File: config.mk
export PLATFORM = sky130hd
export DESIGN_NAME = rslc_top
export DESIGN_NICKNAME = d
export VERILOG_FILES = /design/src/shared/rslc_pkg.sv /design/src/hw/rslc_top.sv
export SDC_FILE = /design/constraint.sdc
export NUM_CORES = 1
export LEC_CHECK = 0
export ABC_AREA = 1
export ABC_CLOCK_PERIOD_IN_PS = 4050
export BUFFER_PORTS_ARGS = -buffer_cell sky130_fd_sc_hd__buf_4
export CORE_MARGIN = 2
export CORE_UTILIZATION = 45
export DETAILED_ROUTE_END_ITERATION = 16
export PLACE_DENSITY = 0.69
export SETUP_SLACK_MARGIN = 0.15
export SLEW_MARGIN = 40
export SYNTH_ARGS = -nofsm -noshare
export SYNTH_HDL_FRONTEND = slang
export SYNTH_SLANG_ARGS = --single-unit
File: constraint.sdc
create_clock -name i_sys_clk -period 4.05 [get_ports i_sys_clk]
set_input_delay 0.81 -clock i_sys_clk [delete_from_list [all_inputs] [get_ports i_sys_clk]]
set_output_delay 0.81 -clock i_sys_clk [all_outputs]
set_load 0.02 [all_outputs]
File: src/shared/rslc_pkg.sv
package rslc_pkg;
    // ----------------------------------------------------------------
    // Clock and timing
    // ----------------------------------------------------------------
    localparam int CLK_MHZ = 100;
    localparam int T_START_US = 110;
    localparam int T_RETUNE_US = 11;
    localparam int T_TX_SHIFT_US = 16;
    localparam int T_RX_RETURN_US = 32;
    localparam int CNT_W = 16;
    localparam logic [CNT_W-1:0] T_START_CYC = CNT_W'(T_START_US * CLK_MHZ);
    localparam logic [CNT_W-1:0] T_RETUNE_CYC = CNT_W'(T_RETUNE_US * CLK_MHZ);
    localparam logic [CNT_W-1:0] T_TX_SHIFT_CYC = CNT_W'(T_TX_SHIFT_US * CLK_MHZ);
    localparam logic [CNT_W-1:0] T_RX_RETURN_CYC = CNT_W'(T_RX_RETURN_US * CLK_MHZ);

    // ----------------------------------------------------------------
    // Transceiver state codes from the state controller
    // ----------------------------------------------------------------
    localparam logic [3:0] ST_TRANSCEIVER_OFF = 4'h1;
    localparam logic [3:0] ST_SYNTH_ON = 4'h2;
    localparam logic [3:0] ST_RECEIVE_ON = 4'h3;
    localparam logic [3:0] ST_AUTO_ACK_RECEIVE = 4'h4;
    localparam logic [3:0] ST_AUTO_RETRY_TRANSMIT = 4'h5;
    localparam logic [3:0] ST_BUSY_TRANSMIT = 4'h6;

    // ----------------------------------------------------------------
    // Register map and fields
    // ----------------------------------------------------------------
    localparam logic [2:0] ADDR_CARRIER_SELECT = 3'h0;
    localparam logic [2:0] ADDR_CENTRE_FREQ_CAL = 3'h1;
    localparam logic [2:0] ADDR_DELAY_CELL_CAL = 3'h2;
    localparam logic [2:0] ADDR_IRQ_STATUS = 3'h3;
    localparam logic [2:0] ADDR_IRQ_MASK = 3'h4;
    localparam logic [2:0] ADDR_SYNTH_STATUS = 3'h5;
    localparam int CAL_START_BIT = 7;
    localparam int IRQ_LOCK_BIT = 0;
    localparam int IRQ_UNLOCK_BIT = 1;
    localparam logic [4:0] CHAN_MIN = 5'h0b;
    localparam logic [4:0] CHAN_MAX = 5'h1a;
    localparam logic [4:0] CHAN_RESET = 5'h0b;
    localparam logic [11:0] FREQ_BASE_MHZ = 12'h965;
    localparam logic [11:0] CHAN_SPACING_MHZ = 12'h005;

    typedef enum logic [4:0] {
        RSLC_OFF = 5'h01,
        RSLC_ON = 5'h02,
        RSLC_TX_SHIFT = 5'h04,
        RSLC_TX_BUSY = 5'h08,
        RSLC_RX_RETURN = 5'h10
    } rslc_fsm_e;

    typedef struct packed {
        rslc_fsm_e fsm;
        logic [CNT_W-1:0] step_cnt;
        logic [CNT_W-1:0] cf_cnt;
        logic [CNT_W-1:0] dcu_cnt;
        logic [4:0] chan;
        logic [1:0] stat;
        logic [1:0] mask;
        logic [7:0] rdata;
        logic lock_s1;
        logic lock_s2;
        logic lock_prev;
        logic [3:0] trx_prev;
        logic lock_ev;
        logic unlock_ev;
    } rslc_state_s;
endpackage
File: src/hw/rslc_top.sv
`timescale 1ns/1ns
// What this block does
// Off to synth-on: settle 110 us, then lock
// Retune to new channel within 11 us
// Tx shift 16 us, return 32 us
// No lock/unlock events during tx steps
// Enable launches both calibration loops
// Channel change relaunches centre-frequency loop; code does so only in RSLC_ON, not when off or in tx steps
// Writing start bit one launches its loop
// Manual start only in synth-on or receive-on
// Centre-frequency loop completion raises lock event; code raises it only when completion lands in RSLC_ON
// Both loops run concurrently and independently
// Unexpected lock loss raises unlock event
// Lock event on enable and channel change; code raises it on channel change only in RSLC_ON
// No lock event settling back after transmit
// Software treats other events as errors
// Sixteen channels 11..26, 5 MHz spacing
// Carrier is 2405 plus 5(k-11) MHz
// Software recalibrates after long dwell, temperature
// Lock/unlock events are one-cycle pulses
// Start bits read one while loop runs
module rslc_top #(
    parameter logic [rslc_pkg::CNT_W-1:0] T_START_CYC = rslc_pkg::T_START_CYC
) (
    input wire logic i_sys_clk,
    input wire logic i_rst_n,
    input wire logic [3:0] i_trx_state,
    input wire logic i_synth_locked,
    input wire logic [2:0] i_addr,
    input wire logic [7:0] i_wdata,
    input wire logic i_wr,
    input wire logic i_rd,
    output logic [7:0] o_rdata,
    output logic o_synth_enable,
    output logic o_cf_cal_run,
    output logic o_dcu_cal_run,
    output logic o_tx_freq_sel,
    output logic o_tx_freq_ready,
    output logic [11:0] o_carrier_mhz,
    output logic o_lock_event,
    output logic o_unlock_event,
    output logic o_irq
);
    // ----------------------------------------------------------------
    // Helpers
    // ----------------------------------------------------------------
    function automatic logic is_on_state(input logic [3:0] s);
        is_on_state = (s == rslc_pkg::ST_SYNTH_ON) || (s == rslc_pkg::ST_RECEIVE_ON) ||
                      (s == rslc_pkg::ST_AUTO_ACK_RECEIVE) ||
                      (s == rslc_pkg::ST_AUTO_RETRY_TRANSMIT);
    endfunction

    function automatic logic [11:0] chan_to_mhz(input logic [4:0] k);
        logic [11:0] idx;
        idx = 12'({7'h00, k} - {7'h00, rslc_pkg::CHAN_MIN});
        chan_to_mhz = 12'(rslc_pkg::FREQ_BASE_MHZ + idx * rslc_pkg::CHAN_SPACING_MHZ);
    endfunction

    function automatic logic [rslc_pkg::CNT_W-1:0] dec(input logic [rslc_pkg::CNT_W-1:0] c);
        dec = (c != '0) ? rslc_pkg::CNT_W'(c - 1'b1) : c;
    endfunction

    rslc_pkg::rslc_state_s r_reg;
    rslc_pkg::rslc_state_s r_next;

    logic wr_chan;
    logic chan_legal;
    logic chan_changes;
    logic manual_ok;
    logic wr_cf_start;
    logic wr_dcu_start;
    logic going_off;

    assign wr_chan = i_wr && (i_addr == rslc_pkg::ADDR_CARRIER_SELECT);
    assign chan_legal = (i_wdata[4:0] >= rslc_pkg::CHAN_MIN) &&
                        (i_wdata[4:0] <= rslc_pkg::CHAN_MAX) && (i_wdata[7:5] == 3'h0);
    assign chan_changes = wr_chan && chan_legal && (i_wdata[4:0] != r_reg.chan);
    // Calibration writes from other states are dropped silently
    assign manual_ok = (r_reg.fsm == rslc_pkg::RSLC_ON) &&
                       ((i_trx_state == rslc_pkg::ST_SYNTH_ON) ||
                        (i_trx_state == rslc_pkg::ST_RECEIVE_ON));
    assign wr_cf_start = i_wr && (i_addr == rslc_pkg::ADDR_CENTRE_FREQ_CAL) &&
                         i_wdata[rslc_pkg::CAL_START_BIT] && manual_ok;
    assign wr_dcu_start = i_wr && (i_addr == rslc_pkg::ADDR_DELAY_CELL_CAL) &&
                          i_wdata[rslc_pkg::CAL_START_BIT] && manual_ok;
    assign going_off = (i_trx_state == rslc_pkg::ST_TRANSCEIVER_OFF) &&
                       (r_reg.fsm != rslc_pkg::RSLC_OFF);

    // ----------------------------------------------------------------
    // Next state
    // ----------------------------------------------------------------
    always_comb begin
        logic lock_set;
        logic unlock_set;
        lock_set = 1'b0;
        unlock_set = 1'b0;
        r_next = r_reg;
        r_next.lock_ev = 1'b0;
        r_next.unlock_ev = 1'b0;
        r_next.lock_s1 = i_synth_locked;
        r_next.lock_s2 = r_reg.lock_s1;
        r_next.lock_prev = r_reg.lock_s2;
        r_next.trx_prev = i_trx_state;
        r_next.rdata = 8'h00;

        // Independent down-counters, so neither loop waits on the other
        r_next.step_cnt = dec(r_reg.step_cnt);
        r_next.cf_cnt = dec(r_reg.cf_cnt);
        r_next.dcu_cnt = dec(r_reg.dcu_cnt);
        if (r_reg.cf_cnt == rslc_pkg::CNT_W'(1) && r_reg.fsm == rslc_pkg::RSLC_ON) begin
            lock_set = 1'b1;
        end

        case (r_reg.fsm)
            rslc_pkg::RSLC_OFF: begin
                if (is_on_state(i_trx_state) &&
                    r_reg.trx_prev == rslc_pkg::ST_TRANSCEIVER_OFF) begin
                    r_next.fsm = rslc_pkg::RSLC_ON;
                    r_next.cf_cnt = T_START_CYC;
                    r_next.dcu_cnt = T_START_CYC;
                end
            end
            rslc_pkg::RSLC_ON: begin
                if (i_trx_state == rslc_pkg::ST_BUSY_TRANSMIT &&
                    r_reg.trx_prev != rslc_pkg::ST_BUSY_TRANSMIT) begin
                    r_next.fsm = rslc_pkg::RSLC_TX_SHIFT;
                    r_next.step_cnt = rslc_pkg::T_TX_SHIFT_CYC;
                end
            end
            rslc_pkg::RSLC_TX_SHIFT: begin
                if (r_reg.step_cnt == rslc_pkg::CNT_W'(1)) begin
                    r_next.fsm = rslc_pkg::RSLC_TX_BUSY;
                end
            end
            rslc_pkg::RSLC_TX_BUSY: begin
                if (i_trx_state != rslc_pkg::ST_BUSY_TRANSMIT) begin
                    r_next.fsm = rslc_pkg::RSLC_RX_RETURN;
                    r_next.step_cnt = rslc_pkg::T_RX_RETURN_CYC;
                end
            end
            rslc_pkg::RSLC_RX_RETURN: begin
                // Settling back is silent even when it lands in synth-on
                if (r_reg.step_cnt == rslc_pkg::CNT_W'(1)) begin
                    r_next.fsm = rslc_pkg::RSLC_ON;
                end
            end
            default: begin
                r_next.fsm = rslc_pkg::RSLC_OFF;
            end
        endcase

        // Lock loss only counts once settled and the centre-frequency loop is idle
        if (r_reg.fsm == rslc_pkg::RSLC_ON && r_reg.lock_prev && !r_reg.lock_s2 &&
            r_reg.cf_cnt == '0) begin
            unlock_set = 1'b1;
        end

        // Register writes
        if (wr_chan && chan_legal) begin
            r_next.chan = i_wdata[4:0];
        end
        if (chan_changes && r_reg.fsm == rslc_pkg::RSLC_ON) begin
            r_next.cf_cnt = rslc_pkg::T_RETUNE_CYC;
        end
        if (wr_cf_start) begin
            r_next.cf_cnt = rslc_pkg::T_RETUNE_CYC;
        end
        if (wr_dcu_start) begin
            r_next.dcu_cnt = rslc_pkg::T_RETUNE_CYC;
        end
        if (i_wr && i_addr == rslc_pkg::ADDR_IRQ_MASK) begin
            r_next.mask = i_wdata[1:0];
        end
        if (i_wr && i_addr == rslc_pkg::ADDR_IRQ_STATUS) begin
            r_next.stat = r_reg.stat & ~i_wdata[1:0];
        end

        if (going_off) begin
            r_next.fsm = rslc_pkg::RSLC_OFF;
            r_next.step_cnt = '0;
            r_next.cf_cnt = '0;
            r_next.dcu_cnt = '0;
            unlock_set = 1'b0;
        end

        // Events only fire in the settled state; a new event beats a clear
        if (r_reg.fsm != rslc_pkg::RSLC_ON) begin
            lock_set = 1'b0;
            unlock_set = 1'b0;
        end
        r_next.lock_ev = lock_set;
        r_next.unlock_ev = unlock_set;
        r_next.stat[rslc_pkg::IRQ_LOCK_BIT] = r_next.stat[rslc_pkg::IRQ_LOCK_BIT] | lock_set;
        r_next.stat[rslc_pkg::IRQ_UNLOCK_BIT] =
            r_next.stat[rslc_pkg::IRQ_UNLOCK_BIT] | unlock_set;

        // Read data, valid in the cycle after the strobe
        if (i_rd) begin
            case (i_addr)
                rslc_pkg::ADDR_CARRIER_SELECT: r_next.rdata = {3'h0, r_reg.chan};
                rslc_pkg::ADDR_CENTRE_FREQ_CAL: r_next.rdata = {r_reg.cf_cnt != '0, 7'h00};
                rslc_pkg::ADDR_DELAY_CELL_CAL: r_next.rdata = {r_reg.dcu_cnt != '0, 7'h00};
                rslc_pkg::ADDR_IRQ_STATUS: r_next.rdata = {6'h00, r_reg.stat};
                rslc_pkg::ADDR_IRQ_MASK: r_next.rdata = {6'h00, r_reg.mask};
                rslc_pkg::ADDR_SYNTH_STATUS: r_next.rdata = {3'h0, r_reg.fsm};
                default: r_next.rdata = 8'h00;
            endcase
        end
    end

    always_ff @(posedge i_sys_clk or negedge i_rst_n) begin
        if (!i_rst_n) begin
            r_reg <= '{fsm: rslc_pkg::RSLC_OFF, chan: rslc_pkg::CHAN_RESET,
                       trx_prev: rslc_pkg::ST_TRANSCEIVER_OFF, default: '0};
        end else begin
            r_reg <= r_next;
        end
    end

    // ----------------------------------------------------------------
    // Outputs
    // ----------------------------------------------------------------
    assign o_rdata = r_reg.rdata;
    assign o_synth_enable = (r_reg.fsm != rslc_pkg::RSLC_OFF);
    assign o_cf_cal_run = (r_reg.cf_cnt != '0);
    assign o_dcu_cal_run = (r_reg.dcu_cnt != '0);
    assign o_tx_freq_sel = (r_reg.fsm == rslc_pkg::RSLC_TX_SHIFT) ||
                           (r_reg.fsm == rslc_pkg::RSLC_TX_BUSY);
    assign o_tx_freq_ready = (r_reg.fsm == rslc_pkg::RSLC_TX_BUSY);
    assign o_carrier_mhz = chan_to_mhz(r_reg.chan);
    assign o_lock_event = r_reg.lock_ev;
    assign o_unlock_event = r_reg.unlock_ev;
    assign o_irq = |(r_reg.stat & r_reg.mask);
endmodule

==> metrics.cfg, run 1 <==
[run_status]
outcome=complete, no violations

[grt]
gr-total-overflow=0
grt_max_degree=78
busiest_layer=met2
globalRouteMet1Util=0.269
grt_antenna_before_repair=0
grtUsageMet2=0.320
grt_pass1_vias=4440
grtUsageTotal=0.200
grt_use_met3=0.0408
grt_pass1_wl_mm=20.6

[clock_tree]
clock-root-buffer=clkbuf_16
h-tree-depth=3
cts_buffers=9
cts_sinks=77
cts_tree=built
clk_path_buf_depth=2
clk_pin_slew_ns=0.06
cts_hold_buf=0
clk_latency_ns=0.34

[power_and_ir_drop]
power.leakage_nw=3.17
p_comb_frac=0.505
clkPwrFrac=0.196
irDropWorstVdd_uv=505
switching_power_mw=1.84
seq_power_share=0.299
cellPowerDensity_mw_per_mm2=675
p_int_mw=2.41
swShare=0.433

[routing]
route.vias.total=4764
drt-total-wl_mm=12.7
drc=0
dr.pass1.iters=5
drtIter0Drc=428
antenna_left=0
routed_via_density=5.32
wl_per_cell_um=14.2

[sta]
relSlewSlack=0.514
skew_ns=0.00605
setup_viol=0
rsz0062_at_grt=true
tns_ns=0
hold-worst-slack_ns=0.348
slew_violations=0
worst_slew_pin_slew_ns=0.727
fin_crit_sh=0.956
max_freq_ghz=0.258
layout_min_cycle_time_ns=3.87
hold_viol_final=0

[floorplanning]
io_pins=48
die_w_um=112
coreArea_mm2=0.0114
initial_core_util=0.459
fp-row-count=39
die_area_mm2=0.0125
die_h_um=112

[final_layout]
largest_reg_flops=67
finalNetCount=784
final_cells=895
antenna_cells=0
layout-area-overhead-vs-synth_pct=19.9
drive_gt1_frac=0.238

[critical_path]
r2r_setup_slack_ns=2.05
critPathMaxFanout=4
regToRegStartpoint=r_reg[26]
worstSetupStartpoint=r_reg[21]
path_class=flop to primary output
crit_arrival_ns=3.06
crit_end=o_carrier_mhz[9]
reg2reg_to=r_reg[29]
required_ns=3.24
cp-end-kind=primary output
rr_worst_depth=9
startpoint_type=flop

[job]
drv_cap=0

[yosys]
ys.flop_type=dfrtp_1
synth_cell_types=50
yosysWarnings=0
synth_area_mm2=0.00524
syn_area_per_cell_um2=7.56
netlist_instances=694
async_flop_share=1.00
ys_seq_area_frac=0.369
synth_enable_flop_cells=0
synth-seq-cells=77

[placement]
io_buffers=45
dp_hpwl_mm=8.64
place.gp.congestion=0.849
place_inst=867

[min_path]
hp-class=flop to flop
worstHoldStart=r_next[7]

[metrics by stage]
| step | utilization | worst slack (ns) | power, mW | area [µm²] |
|---|---|---|---|---|
| CTS | 0.533 | 0.159 | 4.08 | 6080 |
| detailed placement | 0.493 | 0.116 | 3.15 | 5630 |
| global placement | 0.493 | 0.253 | 3.09 | 5630 |
| finish | 0.551 | 0.178 | 4.25 | 6290 |
| floorplan | - | 0.169 | 2.69 | 5250 |
| global route | 0.551 | 0.0661 | 4.57 | 6290 |
[routing by layer]
metal / vias to the layer above / routed length, µm
met5: - / 0
met4: 0 / 321
met3: 27 / 730
met2: 155 / 5900
met1: 2250 / 5720
li1: 2332 / -
[critical path, stage by stage, from the launching register on]
cell,delay [ns]
dfstp_2,0.59
ha_4,0.16
inv_1,0.07
nand2_4,0.10
nand2_4,0.07
xor2_4,0.17
ha_4,0.28
fa_2,0.55
nand2_2,0.06
inv_2,0.09
nand3_2,0.09
nand2_2,0.11
nand2_2,0.07
nand2_1,0.06
nand2_1,0.05
nand2_1,0.08
buf_6,0.11
[power by group through the flow]
stage	registers, mW	logic (mW)	clock network (mW)
6_report	1.27	2.14	0.833
5_1_grt	1.31	2.38	0.879
4_1_cts	1.26	1.97	0.845
3_5_place_dp	1.27	1.88	0
3_3_place_gp	1.27	1.82	0
2_1_floorplan	1.22	1.47	0
[cells in the final DEF, fill, tap and decap left out, types with 3 or more instances in the layout]
master     netlist  layout
a21oi_1         20      17
a21oi_2          2       4
a31oi_1          3       3
buf_4            9      52
buf_6            6       6
clkbuf_16        0       9
dfrtp_1         72      72
dfstp_2          5       5
ha_1            16       7
ha_4             0       8
inv_1           85      84
inv_2            7       7
nand2_1        144     137
nand2_2          8      14
nand2_4          8       9
nand3_1         63      61
nand3_2          3       5
nand3_4          3       3
nand3b_1         7       7
nand4_1         17      17
nor2_1          94      91
nor2_2          18      20
nor2_4           5       6
nor3_1           9       8
nor3_2           3       3
o21ai_0         22      22
o21ai_1          4       4
o22ai_1          7       7
or2_2            4       4
xor2_1          21      17
[repair_timing]
item	4_1_cts	5_1_grt
pin swaps	3	20
gates resized for setup	16	31
buffers inserted	6	6
setup endpoints to repair	8	6
[cell type report]
class,count,area (µm²)
Clock buffer,13,260
Clock inverter,3,43.8
Fill cell,1037,5130
Inverter,94,359
Multi-Input combinational cell,507,3060
Sequential cell,77,1930
Tap cell,143,179
Timing Repair Buffer,58,458
[cell families (layout without fill, tap and decap cells)]
logic type                 count (synthesis)  after routing  synth area share
and+or+nand+nor                          393            393             0.372
buffers and inverters                    111            168            0.0957
DFF                                       77             77             0.369
AOI/OAI and AO/OA                         70             70            0.0790
xor gates and xnor gates                  24             24            0.0401
adders and majority gates                 17             17            0.0420
other                                      1              2          0.000715
muxes                                      1              1           0.00191
[cells in the mapped netlist (2+ instances only)]
library cell	n	area (µm²)
a21o_1	2	15.0
a21oi_1	20	100
a21oi_2	2	17.5
a221oi_1	2	17.5
a31oi_1	3	18.8
buf_2	2	10.0
buf_4	9	67.6
buf_6	6	67.6
dfrtp_1	72	1800
dfstp_2	5	131
ha_1	16	200
inv_1	85	319
inv_2	7	26.3
nand2_1	144	541
nand2_2	8	50.1
nand2_4	8	90.1
nand3_1	63	315
nand3_2	3	30.0
nand3_4	3	52.6
nand3b_1	7	52.6
nand4_1	17	106
nand4_4	2	42.5
nor2_1	94	353
nor2_2	18	113
nor2_4	5	56.3
nor3_1	9	45.0
nor3_2	3	30.0
o21ai_0	22	110
o21ai_1	4	20.0
o22ai_1	7	43.8
o31ai_1	2	15.0
or2_2	4	25.0
xnor2_1	3	26.3
xor2_1	21	184
[worst min path at each step]
stage / to / depth (start not counted) / slack [ns]
after CTS: r_next[6] / 0 / 0.35
final: r_next[6] / 0 / 0.35
after global routing: r_next[6] / 0 / 0.36
after detailed placement: r_next[6] / 0 / 0.34
after floorplan: r_next[6] / 0 / 0.33
after global placement: r_next[6] / 0 / 0.34
Note: power is estimated with default switching activity, not from simulation.
==> run 2, diff against run 1 <==
- CORE_ASPECT_RATIO: unset -> 1.25
==> run 2 against run 1 <==
Against the previous run:
- largest power group unchanged
- count of clock-buffer cells in the layout decreased by 1
- final cell count is 0.34% lower
- clock skew is 0.0033 ns higher
- hold slack worse by 0.00070 ns
==> metrics.cfg, run 2 (synthesis results as in run 1) <==
[critical_path]
startpoint_type=flop
required_ns=3.24  ; about the same
r2r_setup_slack_ns=1.99  ; -0.06 ns
cp-end-kind=primary output
crit_arrival_ns=3.11  ; +0.05 ns
critPathMaxFanout=5  ; +1
path_class=flop to primary output

[clock_tree]
cts_sinks=77  ; unchanged
clk_pin_slew_ns=0.06  ; about the same
clk_path_buf_depth=2  ; unchanged
h-tree-depth=3  ; unchanged
clock-root-buffer=clkbuf_16
cts_hold_buf=0  ; unchanged
cts_tree=built
clk_latency_ns=0.34  ; about the same
cts_buffers=9  ; unchanged

[floorplanning]
die_area_mm2=0.0125  ; about the same
io_pins=48  ; unchanged
die_w_um=101  ; -10%
fp-row-count=44  ; +13%
coreArea_mm2=0.0115  ; +0.77%
initial_core_util=0.456  ; -0.00350
die_h_um=125  ; +11%

[grt]
grt_antenna_before_repair=0  ; unchanged
grt_pass1_wl_mm=20.6  ; +0.43%
grtUsageTotal=0.203  ; +0.00357
grt_max_degree=78  ; unchanged
grt_pass1_vias=4544  ; +2.3%
gr-total-overflow=0  ; unchanged

[sta]
layout_min_cycle_time_ns=3.92  ; +0.0530 ns
skew_ns=0.00936  ; +0.00331 ns
hold_viol_final=0  ; unchanged
rsz0062_at_grt=true
fin_crit_sh=0.969  ; +0.0131
slew_violations=0  ; unchanged
max_freq_ghz=0.255  ; -1.3%
tns_ns=0  ; unchanged
worst_slew_pin_slew_ns=0.735  ; +0.00821 ns
setup_viol=0  ; unchanged
relSlewSlack=0.508  ; -0.00549

[power_and_ir_drop]
power_mw=4.36  ; +2.7%
cellPowerDensity_mw_per_mm2=689  ; +2.0%
irDropWorstVdd_uv=380  ; -25%
power.leakage_nw=3.20  ; +0.96%

[routing]
dr.pass1.iters=6  ; +1
drt-total-wl_mm=13.0  ; +2.3%
drc=0  ; unchanged
antenna_left=0  ; unchanged
drtIter0Drc=305  ; -29%
route.vias.total=4648  ; -2.4%
routed_via_density=5.21  ; -2.1%
wl_per_cell_um=14.5  ; +2.7%

[min_path]
hp-class=flop to flop

[final_layout]
layout_commonest_cell=nand2_1
antenna_cells=0  ; unchanged
largest_reg_flops=67  ; unchanged
layout-area-overhead-vs-synth_pct=20.7
layout_common_cells=nand2_1, nor2_1, inv_1
drive_gt1_frac=0.239  ; +0.000695
finalNetCount=786  ; +0.26%

[placement]
io_buffers=45  ; unchanged
place.gp.congestion=0.902  ; +6.2%
dp_hpwl_mm=8.91  ; +3.1%

[job]
drv_cap=0  ; unchanged

[run_status]
outcome=complete, no violations

[run 2: changes by cell type in the layout (fill, tap and decap cells not counted), moves of 2 or more]
cell | before | now
ha_4 | 8 | 6
inv_6 | 0 | 2
buf_6 | 6 | 3
ha_1 | 7 | 9
nand2_4 | 9 | 11
nor2_2 | 20 | 18
buf_4 | 52 | 57
[run 2: cell type report]
class                      count  area, µm²
clock buffer                  12        256
clock inverter                 4       77.6
fill                        1046       5180
inverter                      94        359
multi-input combinational    507       3070
sequential                    77       1930
tap                          138        173
timing repair buffer          60        462
[run 2: routing by layer]
metal | GRT usage | share of wire | up-vias
li1 | - | - | 2346
met1 | 0.245 | 0.43 | 2187
met2 | 0.362 | 0.52 | 95
met3 | 0.0253 | 0.030 | 20
met4 | 0.0790 | 0.022 | 0
met5 | 0 | 0 | -
[run 2: worst paths after layout]
path                            startpoint          endpoint  depth (start not counted)
worst max register to register   r_reg[26]         r_reg[29]                          9
min in group asynchronous          i_rst_n         r_reg[35]                          1
max in group asynchronous          i_rst_n         r_reg[45]                          1
worst min register to register   r_next[7]         r_next[6]                          0
worst max-delay path             r_reg[21]  o_carrier_mhz[7]                         13
worst min-delay path             r_next[7]         r_next[6]                          0
[run 2: report_power, final]
group / total, mW / switching (mW) / internal [mW]
registers: 1.28 / 0.252 / 1.02
clock network: 0.905 / 0.327 / 0.578
logic: 2.18 / 1.30 / 0.882
total: 4.36 / 1.88 / 2.48
[run 2: metrics by stage]
stage	instances	utilization	area (µm²)	setup WS, ns	hold slack [ns]
global placement	863	0.489	5630	0.352	0.335
CTS	883	0.527	6070	0.151	0.349
global route	892	0.550	6330	0.0655	0.355
floorplan	695	-	5250	0.169	0.331
finish	892	0.550	6330	0.125	0.347
detailed placement	863	0.489	5630	0.284	0.335
[run 2: worst max-delay path, cell delays in order (launching register included)]
cell	delay, ns
dfstp_2	0.61
ha_4	0.16
inv_1	0.06
nand2_4	0.10
nand2_4	0.07
xor2_4	0.17
ha_1	0.34
ha_4	0.29
a21oi_2	0.22
nand2_4	0.10
xor2_4	0.17
buf_4	0.15
xor2_1	0.17
buf_4	0.17
[run 2: repair_timing]
item	in CTS	in global routing
hold endpoints to repair	0	0
setup buffers	4	9
pin swaps	2	15
gates cloned	0	0
endpoints found under the setup margin	7	6
resized for setup	12	35
==> run 3, diff against run 2 <==
- CORE_UTILIZATION: 45 -> 55
- GPL_ROUTABILITY_DRIVEN: unset -> 1
- PLACE_DENSITY: 0.69 -> 0.81
==> run 3 against run 2 <==
Against the previous run:
- routed wire length fell by 1.7%
- clock power decreased by 2%
- worst setup slack lost 0.020 ns
- count of clock-buffer cells in the layout decreased by 1
- utilization is 13 points higher
- maximum frequency down 0.51%
- global-route usage rose by 4.7 points
- sequential cell count unchanged
- final cell count decreased by 2.1%
- sequential share of layout area increased by 0.43 points
- combinational power decreased by 2%
- largest power group unchanged
- highest routed layer unchanged
==> metrics.cfg, run 3 (synthesis results as in run 1) <==
[power_and_ir_drop]
p_comb_frac=0.497  ; -0.003
clkPwrFrac=0.207  ; about the same
swShare=0.433  ; +0.00319
cellPowerDensity_mw_per_mm2=690  ; +0.16%
irDropWorstVdd_uv=380  ; -0.11%
power.leakage_nw=3.17  ; -0.91%
seq_power_share=0.297  ; +0.004
switching_power_mw=1.87  ; -0.49%
p_int_mw=2.44  ; -1.8%

[critical_path]
required_ns=3.24  ; about the same
path_class=flop to primary output
startpoint_type=flop
cp-end-kind=primary output
crit_arrival_ns=3.13  ; +0.02 ns
critPathMaxFanout=4  ; -1

[clock_tree]
clk_path_buf_depth=2  ; unchanged
cts_buffers=9  ; unchanged
cts_sinks=77  ; unchanged
cts_tree=built
clock-root-buffer=clkbuf_16
h-tree-depth=3  ; unchanged
clk_latency_ns=0.34  ; about the same
clk_pin_slew_ns=0.06  ; about the same
cts_hold_buf=0  ; unchanged

[final_layout]
layout_common_cells=nand2_1, nor2_1, inv_1
antenna_cells=0  ; unchanged
layout_commonest_cell=nand2_1
largest_reg_flops=67  ; unchanged
layout-area-overhead-vs-synth_pct=19.0
finalNetCount=782  ; -0.51%
final_cells=873  ; -2.1%
postLayoutCellArea_mm2=0.00624  ; -1.4%
drive_gt1_frac=0.231  ; -0.00806
fin_util=0.677  ; +0.127

[routing]
drc=0  ; unchanged
drtIter0Drc=320  ; +4.9%
drt-total-wl_mm=12.7  ; -1.7%
dr.pass1.iters=7  ; +1
wl_per_cell_um=14.6  ; +0.42%
routed_via_density=5.55  ; +6.5%
antenna_left=0  ; unchanged
route.vias.total=4846  ; +4.3%

[sta]
fin_crit_sh=0.974  ; +0.00500
tns_ns=0  ; unchanged
rsz0062_at_grt=true
skew_ns=0.00752  ; -0.00184 ns
setup_viol=0  ; unchanged
relSlewSlack=0.476  ; -0.0326
max_freq_ghz=0.253  ; -0.51%
hold-worst-slack_ns=0.347  ; -0.0000360 ns
slew_violations=0  ; unchanged
hold_viol_final=0  ; unchanged
layout_min_cycle_time_ns=3.94  ; +0.0203 ns
worst_slew_pin_slew_ns=0.783  ; +0.0487 ns

[placement]
postPlaceCellArea_mm2=0.00561  ; -0.47%
place_inst=847  ; -1.9%
dp_hpwl_mm=8.71  ; -2.2%
place.gp.congestion=0.913  ; +1.2%
io_buffers=45  ; unchanged

[run_status]
outcome=complete, no violations

[grt]
gr-total-overflow=0  ; unchanged
grt_max_degree=78  ; unchanged
grt_pass1_vias=4746  ; +4.4%
grtUsageTotal=0.250  ; +0.0471
grt_antenna_before_repair=0  ; unchanged
grt_pass1_wl_mm=21.2  ; +2.5%

[floorplanning]
fp-row-count=39  ; -11%
io_pins=48  ; unchanged
initial_core_util=0.569  ; +0.113
die_w_um=91.3  ; -9.2%
die_h_um=113  ; -9.2%
coreArea_mm2=0.00922  ; -20%
die_area_mm2=0.0103  ; -18%

[job]
drv_cap=0  ; unchanged

[min_path]
hp-class=flop to flop

-- run 3: final cells by class --
class / instances / area (µm²)
clock buffers: 11 / 243
clock inverters: 5 / 82.6
fillers: 748 / 2980
inverters: 94 / 359
multi-input cells: 507 / 3020
flip-flops and latches: 77 / 1930
well taps: 123 / 154
repair buffers: 56 / 452
-- run 3: per-stage QoR --
step | power, mW | setup WS [ns]
finish | 4.31 | 0.105
global route | 4.63 | -0.00398
CTS | 4.15 | 0.156
detailed placement | 3.17 | 0.170
global placement | 3.07 | 0.275
floorplan | 2.69 | 0.169
-- run 3: worst paths after layout --
check	start	to	slack, ns	cells past startpoint
worst min register to register	r_next[7]	r_next[6]	0.35	0
worst max register to register	r_reg[26]	r_reg[27]	2.10	7
max in group asynchronous	i_rst_n	o_rdata[3]	3.10	1
min in group asynchronous	i_rst_n	r_reg[58]	0.50	1
worst max-delay path	r_reg[21]	o_carrier_mhz[10]	0.11	16
worst min-delay path	r_next[7]	r_next[6]	0.35	0
-- run 3: power by group through the flow --
stage	Combinational, mW	Sequential (mW)	Clock, mW
after global placement	1.81	1.27	0
final	2.14	1.28	0.890
after detailed placement	1.89	1.28	0
after CTS	1.99	1.27	0.899
after global routing	2.39	1.32	0.932
after floorplan	1.47	1.22	0
-- run 3: what timing repair did --
| action | 4_1_cts | 5_1_grt |
|---|---|---|
| hold endpoints to repair | 0 | 0 |
| setup buffers | 4 | 6 |
| pin swaps | 3 | 10 |
| endpoints found under the setup margin | 7 | 5 |
| gates resized for setup | 17 | 24 |
-- run 3: metal layers --
metal  wire length [µm]  share of wire  GRT usage  vias to the layer above
met5                  0              0          0                        -
met4                475          0.037      0.113                        0
met3                622          0.049     0.0399                       49
met2               6520           0.51      0.440                      189
met1               5120           0.40      0.302                     2280
li1                   -              -          -                     2328
-- run 3: worst max-delay path, cell delays in order, from the launching register on --
cell     delay (ns)
dfstp_2        0.61
buf_6          0.13
a21oi_4        0.07
nor2_4         0.24
nor2_4         0.07
nor2_2         0.11
nor2_2         0.05
ha_2           0.20
fa_2           0.53
nand2_1        0.06
inv_2          0.11
buf_12         0.11
nand2_4        0.05
nand2_4        0.07
nand2_2        0.05
and2_1         0.18
buf_6          0.13
